[config.mk]
export PLATFORM = sky130hd
export DESIGN_NAME = osr_regs
export DESIGN_NICKNAME = d
export VERILOG_FILES = /design/src/shared/osr_pkg.sv /design/src/core/osr_regs.sv
export SDC_FILE = /design/constraint.sdc
export NUM_CORES = 1
export LEC_CHECK = 0
export ABC_AREA = 1
export BUFFER_PORTS_ARGS = -buffer_cell sky130_fd_sc_hd__buf_2
export CORE_ASPECT_RATIO = 0.5
export CORE_UTILIZATION = 38
export DETAILED_ROUTE_END_ITERATION = 8
export GPL_ROUTABILITY_DRIVEN = 0
export PLACE_DENSITY = 0.64
export SETUP_SLACK_MARGIN = 0.02
export SYNTH_ARGS = -nofsm -noshare
export SYNTH_HDL_FRONTEND = slang
export SYNTH_SLANG_ARGS = --single-unit
[constraint.sdc]
create_clock -name core_clk_i -period 1.5 [get_ports core_clk_i]
set_input_delay 0.375 -clock core_clk_i [delete_from_list [all_inputs] [get_ports core_clk_i]]
set_output_delay 0.375 -clock core_clk_i [all_outputs]
set_load 0.01 [all_outputs]
[src/shared/osr_pkg.sv]
// Constants and types of the maintenance status register bank.
// Assumes a 32-bit AXI4-Lite slave port, one register per aligned word.
package osr_pkg;

  // ==========================================================================
  // Register indices; byte address is four times the index.
  localparam logic [7:0] OSR_IDX_SHADOW = 8'h4f;
  localparam logic [7:0] OSR_IDX_LOC_STAT_LOW = 8'h50;
  localparam logic [7:0] OSR_IDX_LOC_STAT_HIGH = 8'h51;
  localparam logic [7:0] OSR_IDX_LOC_VENDOR0 = 8'h52;
  localparam logic [7:0] OSR_IDX_LOC_VENDOR1 = 8'h53;
  localparam logic [7:0] OSR_IDX_LOC_VENDOR2 = 8'h54;
  localparam logic [7:0] OSR_IDX_LOC_MODEL0 = 8'h55;
  localparam logic [7:0] OSR_IDX_LOC_MODEL1 = 8'h56;
  localparam logic [7:0] OSR_IDX_LOC_MODEL2 = 8'h57;
  localparam logic [7:0] OSR_IDX_PART_STAT_LOW = 8'h58;
  localparam logic [7:0] OSR_IDX_PART_STAT_HIGH = 8'h59;
  localparam logic [7:0] OSR_IDX_PART_VENDOR0 = 8'h5a;
  localparam logic [7:0] OSR_IDX_PART_VENDOR1 = 8'h5b;
  localparam logic [7:0] OSR_IDX_PART_VENDOR2 = 8'h5c;
  localparam logic [7:0] OSR_IDX_PART_MODEL0 = 8'h5d;
  localparam logic [7:0] OSR_IDX_PART_MODEL1 = 8'h5e;
  localparam logic [7:0] OSR_IDX_PART_MODEL2 = 8'h5f;

  // ==========================================================================
  // Field positions of the two status words.
  localparam int OSR_BIT_ROLE = 6;
  localparam int OSR_BIT_LOOPBACK = 5;
  localparam int OSR_BIT_NOTIFY_SEL = 4;
  localparam int OSR_BIT_DIAG_FAIL = 3;
  localparam int OSR_BIT_LINK_DOWN = 2;
  localparam int OSR_BIT_SIG_ABSENT = 1;
  localparam int OSR_BIT_POWER_DOWN = 0;
  localparam int OSR_BIT_MULTI_PHY = 3;
  localparam int OSR_BIT_AUTONEG = 2;
  localparam int OSR_BIT_DUPLEX = 1;
  localparam int OSR_BIT_SPEED = 0;

  // ==========================================================================
  // Reset values and write masks.
  localparam logic [7:0] OSR_LOC_LOW_RST = 8'h06;
  localparam logic [7:0] OSR_LOC_HIGH_RST = 8'h00;
  localparam logic [7:0] OSR_PART_LOW_RST_CENTER = 8'h47;
  localparam logic [7:0] OSR_PART_LOW_RST_TERMINAL = 8'h07;
  localparam logic [7:0] OSR_PART_HIGH_RST = 8'h00;
  localparam logic [23:0] OSR_INFO_RST = 24'h000000;
  localparam logic [7:0] OSR_LOW_WMASK_CENTER = 8'h1c;
  localparam logic [7:0] OSR_HIGH_WMASK = 8'h0c;
  localparam logic [1:0] OSR_RESP_OKAY = 2'b00;
  localparam logic [1:0] OSR_RESP_SLVERR = 2'b10;

  // ==========================================================================
  // Maintenance frame fields carried between this bank and the frame engine.
  typedef struct packed {
    logic [7:0] status_high;
    logic [7:0] status_low;
    logic [23:0] vendor;
    logic [23:0] model;
  } osr_frame_type;

  typedef struct packed {
    logic init_done;
    logic role_terminal;
    logic [7:0] stat_low;
    logic [7:0] stat_high;
    logic [23:0] vendor;
    logic [23:0] model;
    logic [7:0] part_low;
    logic [7:0] part_high;
    logic [23:0] part_vendor;
    logic [23:0] part_model;
    logic [7:0] shadow;
    logic aw_got;
    logic w_got;
    logic [11:0] awaddr;
    logic [31:0] wdata;
    logic [3:0] wstrb;
    logic awready;
    logic wready;
    logic bvalid;
    logic [1:0] bresp;
    logic arready;
    logic rvalid;
    logic [1:0] rresp;
    logic [31:0] rdata;
    osr_frame_type tx_frame;
  } osr_state_type;

endpackage : osr_pkg

[src/core/osr_regs.sv]
// Local and partner maintenance status register bank with AXI4-Lite access.
// Assumes all pin inputs are synchronous to core_clk_i and that the frame
// engine presents each valid received maintenance frame as a one-cycle pulse.
//
// Function
// RULE1: status-low bit 6 reads 1 in terminal role, 0 in center role.
// RULE2: status-low bit 5 reads 1 in loopback, 0 in normal operation.
// RULE3: status-low bit 4 selects loss signalling: 1 far-end fault, 0 frame.
// RULE4: Center software writes the loss-notify bit; terminal hardware copies the pin.
// RULE5: Bit 3 flags diagnostic failure; terminal follows pin, reset equals pin.
// RULE6: Bit 2 reads 1 when copper link is down; resets to 1.
// RULE7: Copper-down bit is hardware-owned in terminal role, software-written in center.
// RULE8: Bit 1 reads 1 when no optical signal; resets to 1.
// RULE9: Bit 0 reads 1 when powered down; resets to inverse of pin.
// RULE10: Status-high bits 7..4 read 0; bit 3 is writable multi-interface flag.
// RULE11: Status-high bit 2 is autoneg support; terminal resets to strap, center 0.
// RULE12: Terminal duplex bit reads full duplex, forced 0 while copper link down.
// RULE13: Terminal speed bit reads 100 Mbps, forced 0 while copper link down.
// RULE14: Center role reads duplex and speed bits as 0 always.
// RULE15: Software avoids four reserved model-byte values when remote command used.
// RULE16: Partner status-low is read-only; resets 0x47 center, 0x07 terminal.
// RULE17: Partner status-high is read-only and resets to 0x00.
// RULE18: Shadow register mirrors partner status-low while optical link is up.
// RULE19: Partner vendor and model bytes load from each valid received frame.
// RULE20: Local status, vendor and model bytes feed every transmitted frame.
`timescale 1ns/1ps
module osr_regs (
  // Clock and reset
  input wire logic core_clk_i,
  input wire logic resetn_i,
  // AXI4-Lite write channels
  input wire logic [11:0] s_axi_awaddr_i,
  input wire logic s_axi_awvalid_i,
  output logic s_axi_awready_o,
  input wire logic [31:0] s_axi_wdata_i,
  input wire logic [3:0] s_axi_wstrb_i,
  input wire logic s_axi_wvalid_i,
  output logic s_axi_wready_o,
  output logic [1:0] s_axi_bresp_o,
  output logic s_axi_bvalid_o,
  input wire logic s_axi_bready_i,
  // AXI4-Lite read channels
  input wire logic [11:0] s_axi_araddr_i,
  input wire logic s_axi_arvalid_i,
  output logic s_axi_arready_o,
  output logic [31:0] s_axi_rdata_o,
  output logic [1:0] s_axi_rresp_o,
  output logic s_axi_rvalid_o,
  input wire logic s_axi_rready_i,
  // Device pins and straps
  input wire logic role_terminal_i,
  input wire logic loopback_state_i,
  input wire logic optical_loss_notify_pin_i,
  input wire logic diagnostic_fail_pin_i,
  input wire logic power_down_pin_n_i,
  input wire logic copper_autoneg_strap_i,
  // Link state from the copper and optical ports
  input wire logic copper_link_down_i,
  input wire logic copper_full_duplex_i,
  input wire logic copper_speed_100_i,
  input wire logic optical_signal_absent_i,
  input wire logic optical_link_up_i,
  // Maintenance frame engine
  input wire logic rx_frame_valid_i,
  input wire osr_pkg::osr_frame_type rx_frame_i,
  output osr_pkg::osr_frame_type tx_frame_o
);
  import osr_pkg::*;

  osr_state_type s;
  osr_state_type next_s;
  logic role_t;
  logic [7:0] low_wmask;

  // ==========================================================================
  // Register read decode
  function automatic logic [32:0] osr_read(input osr_state_type st, input logic [11:0] addr);
    logic [7:0] idx;
    logic [32:0] res;
    idx = addr[9:2];
    res = {1'b0, 32'h00000000};
    if (addr[11:10] == 2'b00 && addr[1:0] == 2'b00) begin
      res[32] = 1'b1;
      unique case (idx)
        OSR_IDX_SHADOW: res[7:0] = st.shadow;
        OSR_IDX_LOC_STAT_LOW: res[7:0] = st.stat_low;
        OSR_IDX_LOC_STAT_HIGH: res[7:0] = st.stat_high;
        OSR_IDX_LOC_VENDOR0: res[7:0] = st.vendor[7:0];
        OSR_IDX_LOC_VENDOR1: res[7:0] = st.vendor[15:8];
        OSR_IDX_LOC_VENDOR2: res[7:0] = st.vendor[23:16];
        OSR_IDX_LOC_MODEL0: res[7:0] = st.model[7:0];
        OSR_IDX_LOC_MODEL1: res[7:0] = st.model[15:8];
        OSR_IDX_LOC_MODEL2: res[7:0] = st.model[23:16];
        OSR_IDX_PART_STAT_LOW: res[7:0] = st.part_low;
        OSR_IDX_PART_STAT_HIGH: res[7:0] = st.part_high;
        OSR_IDX_PART_VENDOR0: res[7:0] = st.part_vendor[7:0];
        OSR_IDX_PART_VENDOR1: res[7:0] = st.part_vendor[15:8];
        OSR_IDX_PART_VENDOR2: res[7:0] = st.part_vendor[23:16];
        OSR_IDX_PART_MODEL0: res[7:0] = st.part_model[7:0];
        OSR_IDX_PART_MODEL1: res[7:0] = st.part_model[15:8];
        OSR_IDX_PART_MODEL2: res[7:0] = st.part_model[23:16];
        default: res[32] = 1'b0;
      endcase
    end
    return res;
  endfunction : osr_read

  // ==========================================================================
  // Next-state logic
  // Straps are caught in the first cycle after reset release, since an
  // asynchronous reset may only load constants.
  assign role_t = s.init_done ? s.role_terminal : role_terminal_i;
  assign low_wmask = role_t ? 8'h00 : OSR_LOW_WMASK_CENTER; // RULE4 RULE7

  always_comb begin
    logic [32:0] rd;
    logic [7:0] wbyte;
    logic [7:0] widx;
    rd = '0;
    wbyte = '0;
    widx = '0;
    next_s = s;

    if (!s.init_done) begin
      next_s.init_done = 1'b1;
      next_s.role_terminal = role_terminal_i;
      next_s.stat_low[OSR_BIT_DIAG_FAIL] = diagnostic_fail_pin_i; // RULE5
      next_s.stat_high[OSR_BIT_AUTONEG] = role_terminal_i & copper_autoneg_strap_i; // RULE11
      next_s.part_low = role_terminal_i ? OSR_PART_LOW_RST_TERMINAL : OSR_PART_LOW_RST_CENTER; // RULE16
      next_s.shadow = next_s.part_low;
    end

    // Hardware-owned status bits.
    next_s.stat_low[7] = 1'b0;
    next_s.stat_low[OSR_BIT_ROLE] = role_t; // RULE1
    next_s.stat_low[OSR_BIT_LOOPBACK] = loopback_state_i; // RULE2
    next_s.stat_low[OSR_BIT_SIG_ABSENT] = optical_signal_absent_i; // RULE8
    next_s.stat_low[OSR_BIT_POWER_DOWN] = ~power_down_pin_n_i; // RULE9
    next_s.stat_high[7:4] = 4'h0; // RULE10
    if (role_t) begin
      next_s.stat_low[OSR_BIT_NOTIFY_SEL] = optical_loss_notify_pin_i; // RULE3 RULE4
      next_s.stat_low[OSR_BIT_DIAG_FAIL] = diagnostic_fail_pin_i; // RULE5
      next_s.stat_low[OSR_BIT_LINK_DOWN] = copper_link_down_i; // RULE6 RULE7
      next_s.stat_high[OSR_BIT_DUPLEX] = copper_full_duplex_i & ~copper_link_down_i; // RULE12
      next_s.stat_high[OSR_BIT_SPEED] = copper_speed_100_i & ~copper_link_down_i; // RULE13
    end else begin
      next_s.stat_high[OSR_BIT_DUPLEX] = 1'b0; // RULE14
      next_s.stat_high[OSR_BIT_SPEED] = 1'b0; // RULE14
    end

    // Partner copies from received maintenance frames.
    if (rx_frame_valid_i) begin
      next_s.part_low = rx_frame_i.status_low; // RULE16
      next_s.part_high = rx_frame_i.status_high; // RULE17
      next_s.part_vendor = rx_frame_i.vendor; // RULE19
      next_s.part_model = rx_frame_i.model; // RULE19
    end
    if (optical_link_up_i) begin
      next_s.shadow = next_s.part_low; // RULE18
    end

    // Every transmitted frame carries the current local bytes.
    next_s.tx_frame.status_low = s.stat_low; // RULE20
    next_s.tx_frame.status_high = s.stat_high; // RULE20
    next_s.tx_frame.vendor = s.vendor; // RULE20
    next_s.tx_frame.model = s.model; // RULE20

    // AXI4-Lite write: address and data are taken in either order.
    if (s_axi_awvalid_i && s.awready) begin
      next_s.aw_got = 1'b1;
      next_s.awaddr = s_axi_awaddr_i;
    end
    if (s_axi_wvalid_i && s.wready) begin
      next_s.w_got = 1'b1;
      next_s.wdata = s_axi_wdata_i;
      next_s.wstrb = s_axi_wstrb_i;
    end
    if (s.bvalid && s_axi_bready_i) begin
      next_s.bvalid = 1'b0;
    end
    if (s.aw_got && s.w_got && !s.bvalid) begin
      rd = osr_read(s, s.awaddr);
      wbyte = s.wdata[7:0];
      widx = s.awaddr[9:2];
      next_s.aw_got = 1'b0;
      next_s.w_got = 1'b0;
      next_s.bvalid = 1'b1;
      next_s.bresp = rd[32] ? OSR_RESP_OKAY : OSR_RESP_SLVERR;
      // Only byte lane 0 holds data; writes to read-only registers are ignored.
      if (rd[32] && s.wstrb[0]) begin
        unique case (widx)
          OSR_IDX_LOC_STAT_LOW:
            next_s.stat_low = (next_s.stat_low & ~low_wmask) | (wbyte & low_wmask); // RULE4 RULE7
          OSR_IDX_LOC_STAT_HIGH:
            next_s.stat_high = (next_s.stat_high & ~OSR_HIGH_WMASK) | (wbyte & OSR_HIGH_WMASK); // RULE10 RULE11
          OSR_IDX_LOC_VENDOR0: next_s.vendor[7:0] = wbyte;
          OSR_IDX_LOC_VENDOR1: next_s.vendor[15:8] = wbyte;
          OSR_IDX_LOC_VENDOR2: next_s.vendor[23:16] = wbyte;
          OSR_IDX_LOC_MODEL0: next_s.model[7:0] = wbyte; // RULE15
          OSR_IDX_LOC_MODEL1: next_s.model[15:8] = wbyte;
          OSR_IDX_LOC_MODEL2: next_s.model[23:16] = wbyte;
          default: next_s.bresp = OSR_RESP_OKAY;
        endcase
      end
    end
    next_s.awready = !next_s.aw_got && !next_s.bvalid;
    next_s.wready = !next_s.w_got && !next_s.bvalid;

    // AXI4-Lite read: answered at the edge that takes the address.
    if (s.rvalid && s_axi_rready_i) begin
      next_s.rvalid = 1'b0;
    end
    if (s_axi_arvalid_i && s.arready) begin
      rd = osr_read(s, s_axi_araddr_i);
      next_s.rvalid = 1'b1;
      next_s.rdata = rd[31:0];
      next_s.rresp = rd[32] ? OSR_RESP_OKAY : OSR_RESP_SLVERR;
    end
    next_s.arready = !next_s.rvalid;
  end

  // ==========================================================================
  // State register
  always_ff @(posedge core_clk_i or negedge resetn_i) begin
    if (!resetn_i) begin
      s <= '0;
      s.stat_low <= OSR_LOC_LOW_RST; // RULE6 RULE8
      s.stat_high <= OSR_LOC_HIGH_RST;
      s.vendor <= OSR_INFO_RST;
      s.model <= OSR_INFO_RST;
      s.part_low <= OSR_PART_LOW_RST_TERMINAL;
      s.part_high <= OSR_PART_HIGH_RST; // RULE17
      s.shadow <= OSR_PART_LOW_RST_TERMINAL;
    end else begin
      s <= next_s;
    end
  end

  // ==========================================================================
  // Outputs
  assign s_axi_awready_o = s.awready;
  assign s_axi_wready_o = s.wready;
  assign s_axi_bvalid_o = s.bvalid;
  assign s_axi_bresp_o = s.bresp;
  assign s_axi_arready_o = s.arready;
  assign s_axi_rvalid_o = s.rvalid;
  assign s_axi_rresp_o = s.rresp;
  assign s_axi_rdata_o = s.rdata;
  assign tx_frame_o = s.tx_frame;
endmodule : osr_regs

==> results.toml, run 1 <==
[outcome]
status = "finished with violations"
violations = "setup timing"

[synth]
synth_most_common_cell = "nand2_1"
async_reset_ff_frac = 1.00
synth_area_sq_um = 9970
synth_top_area_cell = "dfrtp_1"
synth-seq-cells = 230
synth_ff_type = "dfrtp_1"
yosysTopAreaCellShare = 0.557
syn_inst = 1133
synth.cells.most_frequent = "nand2_1, dfrtp_1, nand3_1, buf_4, o21ai_0"
syn_avg_cell_area_sq_um = 8.80
yosys_warnings = 0
synth_edf_count = 0
seq_area_frac_synth = 0.578
synth_area_leaders = "dfrtp_1, nand2_1, buf_4, nand3_1, o21ai_0"
synthDistinctLibCells = 27

[setup_path]
critPathLaunchType = "flop"
crit_path_end_kind = "flop"
required_ns = 1.89
crit_top_cell = "buf_6"
slowest_stage = "dfrtp_1"
cp_slowest_stage_delay_ns = 0.39
worstPathArrival_ns = 2.02
setup.worst_path.class = "reg -> reg"
critPathTopFamily = "simple AND/OR/NAND/NOR gates"
crit_chain = "inv_2 -> nand2_2 -> nor2_2 -> nand3_2 -> nor3b_4 -> buf_6 -> nand3b_1 -> buf_6 -> nand2_1 -> o21ai_0"
cp_num_buf_inv = 3
cp_max_fo = 16

[clocking]
clkTransAtPathRegs_ns = 0.07
clock_path_buffers = 3
cts.htree.levels = 1
cts_tree = "built"
cts_root_buffer = "clkbuf_16"
cts.sinks = 230
cts-buffers-inserted = 22
clkLatencyLatePin_ns = 0.52

[sta]
finalCriticalPeriod_ns = 1.63
worstMarginPinSlew_ns = 0.578
fin_skew_ns = 0.0150
setup_viol = 54
rsz0062_at_grt = "true"
slew_headroom = 0.613
fin_crit_sh = 1.08
setup_ws_ns = -0.127
slew_violations = 0
setup_tns_ns = -3.98
finalHoldViolCount = 0
fmax_mhz = 615

[placed_design]
post-dp-hpwl_mm = 21.4
numPortBuffers = 189

[floorplan]
io_pins = 248
die_y_microns = 117
dieArea_sq_um = 26900
core_area_sq_um = 25500
rows = 41
initial_core_util = 0.391
dieWidth_microns = 231

[global_route]
grt_max_degree = 55
grtUsageMet3 = 0.0476
use_met1 = 0.304
grt_antenna_before_repair = 1
grt_pass1_wl_mm = 43.4
grt_pass1_vias = 8061
overflow = 0
use_met2 = 0.320
grt_usage = 0.212
busiest_layer = "met2"

[drt]
drt-total-wl_mm = 28.3
drtPass1Iterations = 5
drc = 0
drt_iter0_markers = 666
viasPerCell = 4.81
wl_per_cell_microns = 16.6
ant_nets = 0
vias = 8170

[finish]
final_core_util = 0.485
nNetsFinal = 1483
fill_cells = 2461
drive_above_1_share = 0.267
area_growth_pct = 24.0

[min_path]
timing.hold.worst.class = "in -> reg"

[power]
leakage_nw = 6.63
power.density_nw_per_um2 = 1250
ir_worst_vdd_uv = 868

[run]
cap_violations = 0
==> metrics by stage <==
step / worst slack [ns] / total power [mW] / hold slack, ns / cell area (sq um) / instances
floorplan: -0.147 / 8.25 / 0.0794 / 10100 / 1163
global placement: -0.411 / 9.30 / 0.289 / 11400 / 1648
detailed placement: -0.424 / 9.38 / 0.295 / 11400 / 1648
CTS: -0.127 / 15.5 / 0.0300 / 12200 / 1693
global route: -0.214 / 16.1 / 0.0424 / 12400 / 1700
finish: -0.127 / 15.4 / 0.0498 / 12400 / 1700
==> final cells by class <==
type	instances	area (sq um)	share of cell area
sequential	230	5770	0.466
multi-input combinational	732	3250	0.263
timing repair buffer	287	1900	0.154
clock buffer	28	594	0.0481
tap	344	430	0.0348
inverter	67	251	0.0203
clock inverter	11	164	0.0133
antenna	1	2.50	0.000202
==> kinds of logic (layout without fill, tap and decap cells) <==
| group | count (synthesis) | in the layout | share of synthesized area |
|---|---|---|---|
| buf+inv | 201 | 393 | 0.119 |
| other cells | 2 | 33 | 0.000753 |
| simple gates | 594 | 594 | 0.246 |
| compound gates | 105 | 105 | 0.0556 |
| flops | 230 | 230 | 0.578 |
| mux | 1 | 1 | 0.00100 |
==> sequential cells by signal (all words and copies together) (netlist names) <==
register	count
tx_frame_o	59
s_axi_awready_o	1
s_axi_rvalid_o	1
s_axi_bresp_o	1
next_s	59
s_axi_wready_o	1
s_axi_bvalid_o	1
s	97
s_axi_rresp_o	1
s_axi_arready_o	1
s_axi_rdata_o	8
==> path summary, 6_finish.rpt <==
kind / start / end / slack (ns) / depth (start not counted)
worst max-delay path: s[152] / next_s[23] / -0.13 / 10
worst min-delay path: copper_link_down_i / next_s[57] / 0.05 / 2
worst max register to register: s[152] / next_s[23] / -0.13 / 10
worst min register to register: next_s[49] / tx_frame_o[49] / 0.41 / 0
max in group asynchronous: resetn_i / s[219] / 0.49 / 3
min in group asynchronous: resetn_i / next_s[27] / 0.35 / 2
==> layout by cell type, fill, tap and decap left out, types with 2 or more instances in the layout <==
master / netlist / final
a21boi_2: 0 / 2
a21oi_1: 2 / 2
a22o_1: 4 / 4
buf_12: 0 / 13
buf_2: 7 / 186
buf_4: 100 / 75
buf_6: 6 / 8
bufinv_16: 0 / 4
clkbuf_1: 18 / 5
clkbuf_16: 0 / 23
clkinv_1: 3 / 3
clkinv_2: 0 / 4
clkinvlp_4: 0 / 2
conb_1: 2 / 32
dfrtp_1: 222 / 222
dfstp_2: 8 / 8
dlygate4sd3_1: 0 / 4
inv_1: 64 / 60
inv_2: 0 / 4
nand2_1: 375 / 367
nand2_2: 0 / 8
nand3_1: 124 / 120
nand3_2: 0 / 4
nand3b_1: 4 / 4
nand4_1: 11 / 11
nor2_1: 74 / 60
nor2_2: 1 / 12
nor2_4: 0 / 3
o21ai_0: 91 / 49
o21ai_1: 1 / 42
o22ai_1: 4 / 4
==> metal layers <==
layer,vias up,part of all wire,wire [microns]
met3,46,0.063,1790
met5,-,0,0
met4,0,0.025,712
met1,3960,0.48,13600
met2,264,0.43,12200
li1,3900,-,-
==> report_power, final <==
part / leakage (nW) / switching (mW) / internal (mW)
registers: 2.98 / 0.348 / 6.78
logic: 3.28 / 1.47 / 0.869
clock network: 0.366 / 2.44 / 3.51
total: 6.63 / 4.26 / 11.2
==> timing repair <==
action | 4_1_cts | 5_1_grt
hold buffers | 4 | 0
buffers inserted | 2 | 6
gates resized for setup | 29 | 35
endpoints found under the hold margin | 21 | 0
endpoints found under the setup margin | 55 | 63
pin swaps | 6 | 8
Power figures use the tool's default switching activity.
==> inputs of run 2 (changes only) <==
--- a/config.mk
+++ b/config.mk
@@ -11,7 +11,7 @@
 export CORE_UTILIZATION = 38
 export DETAILED_ROUTE_END_ITERATION = 8
 export GPL_ROUTABILITY_DRIVEN = 0
-export PLACE_DENSITY = 0.64
+export PLACE_DENSITY = 0.61
 export SETUP_SLACK_MARGIN = 0.02
 export SYNTH_ARGS = -nofsm -noshare
 export SYNTH_HDL_FRONTEND = slang
==> constraint.sdc (replaced) <==
create_clock -name core_clk_i -period 1.9 [get_ports core_clk_i]
set_input_delay 0.475 -clock core_clk_i [delete_from_list [all_inputs] [get_ports core_clk_i]]
set_output_delay 0.475 -clock core_clk_i [all_outputs]
set_load 0.01 [all_outputs]
==> run 2 against run 1 <==
Effect of this change: the flow now finishes without violations; worst setup slack gained 0.31 ns; combinational power shrank 35%; via count shrank 3.0%; critical endpoint is now next_s[29]; clock power shrank 24%; register-to-register slack gained 0.31 ns; total power shrank 24%; flip-flop and latch count is the same; global-route usage shrank 0.79 points.
==> results.toml, run 2 (same netlist as run 1, synthesis figures left out) <==
[clocking]
clock_path_buffers = 3
cts_root_buffer = "clkbuf_16"
cts.htree.levels = 1
cts.sinks = 230
cts-buffers-inserted = 22
clkLatencyLatePin_ns = 0.52
clkTransAtPathRegs_ns = 0.07
cts_tree = "built"

[floorplan]
rows = 41
io_pins = 248
die_y_microns = 117
dieWidth_microns = 231
core_area_sq_um = 25500
dieArea_sq_um = 26900
initial_core_util = 0.391

[sta]
finalCriticalPeriod_ns = 1.72
slew_violations = 0
rsz0062_at_grt = "false"
fmax_mhz = 583
fin_crit_sh = 0.903
slew_headroom = 0.568
whs_ns = 0.0576
setup_tns_ns = 0
finalHoldViolCount = 0
fin_skew_ns = 0.0263
worstMarginPinSlew_ns = 0.646
setup_viol = 0
setup_ws_ns = 0.184

[finish]
layout_commonest_cell = "nand2_1"
regMostFlops = "s"
most-common-layout-cells = "nand2_1, dfrtp_1, buf_2"
drive_above_1_share = 0.226
antenna_cells = 0
largest_register_ffs = 97
area_growth_pct = 19.2
nNetsFinal = 1448
fin_cells = 1664

[placed_design]
numPortBuffers = 189
post-dp-hpwl_mm = 20.8
dp_worst_setup_slack_ns = -0.106
numPlacedInstances = 1623

[min_path]
holdPathEnd = "next_s[49]"
hold_path_depth = 1
timing.hold.worst.class = "in -> reg"
hp-start = "optical_signal_absent_i"

[power]
leakage_nw = 6.43
power.density_nw_per_um2 = 982
ir_worst_vdd_uv = 858

[drt]
drtPass1Iterations = 5
drt-total-wl_mm = 27.3
viasPerCell = 4.76
wl_per_cell_microns = 16.4
drt_iter0_markers = 589
drc = 0
ant_nets = 0
vias = 7924

[global_route]
grt_pass1_wl_mm = 41.8
grt_max_degree = 56
grt_usage = 0.204
overflow = 0
grt_antenna_before_repair = 0
grt_pass1_vias = 7552

[outcome]
status = "finished, final reports clean"

[setup_path]
critPathLaunchType = "flop"
timing.rr.end = "next_s[29]"
required_ns = 2.27
setup.worst_path.class = "reg -> reg"
crit_path_end_kind = "flop"
cp_max_fo = 16
r2r_slack_ns = 0.18
reg2reg_from = "s[150]"
rr_worst_depth = 9
worstPathArrival_ns = 2.09
worstSetupStartpoint = "s[150]"

[run]
cap_violations = 0
## run 2: where the power goes
part	total, mW	switching [mW]	internal [mW]
clock network	4.55	1.90	2.66
registers	5.61	0.251	5.36
logic	1.52	1.03	0.486
total	11.7	3.18	8.50
## run 2: worst max-delay path, stage by stage (launching register included)
cell	delay (ns)
dfrtp_1	0.36
inv_1	0.08
nand2_1	0.06
nor2_1	0.14
nand3_2	0.14
nor3b_4	0.33
nand3_1	0.12
buf_4	0.20
nand2_1	0.07
o21ai_0	0.08
## run 2: timing repair
action,in CTS,in global routing
buffers inserted,0,1
setup endpoints to repair,0,40
resized for setup,0,4
hold buffers,1,0
endpoints found under the hold margin,45,0
## run 2: area by class of cell
type | instances | area (sq um)
Sequential cell | 230 | 5770
Fill cell | 2495 | 13600
Clock inverter | 7 | 95.1
Tap cell | 344 | 430
Timing Repair Buffer | 252 | 1550
Clock buffer | 32 | 649
Multi-Input combinational cell | 732 | 3150
Inverter | 67 | 251
## run 2: how the worst max path moves through the flow
stage                       endpoint  cells after the start
detailed placement  s_axi_rdata_o[5]                     11
CTS                       next_s[18]                      7
global placement    s_axi_rdata_o[0]                     13
floorplan                 next_s[14]                      7
global route              next_s[28]                      9
finish                    next_s[29]                      9
## run 2: per-stage QoR
stage	area [sq um]	total power [mW]	utilization
2_1_floorplan	10100	6.48	-
3_3_place_gp	11100	7.14	0.436
3_5_place_dp	11100	7.19	0.436
4_1_cts	11900	11.8	0.466
5_1_grt	11900	12.3	0.466
6_report	11900	11.7	0.466
## run 2: per-layer routing
layer  wire length (microns)  share of wire  GRT usage
met5                       0              0          0
met3                    1780          0.065     0.0510
met2                   11800           0.43      0.308
met1                   13300           0.49      0.299
met4                     344          0.013     0.0358
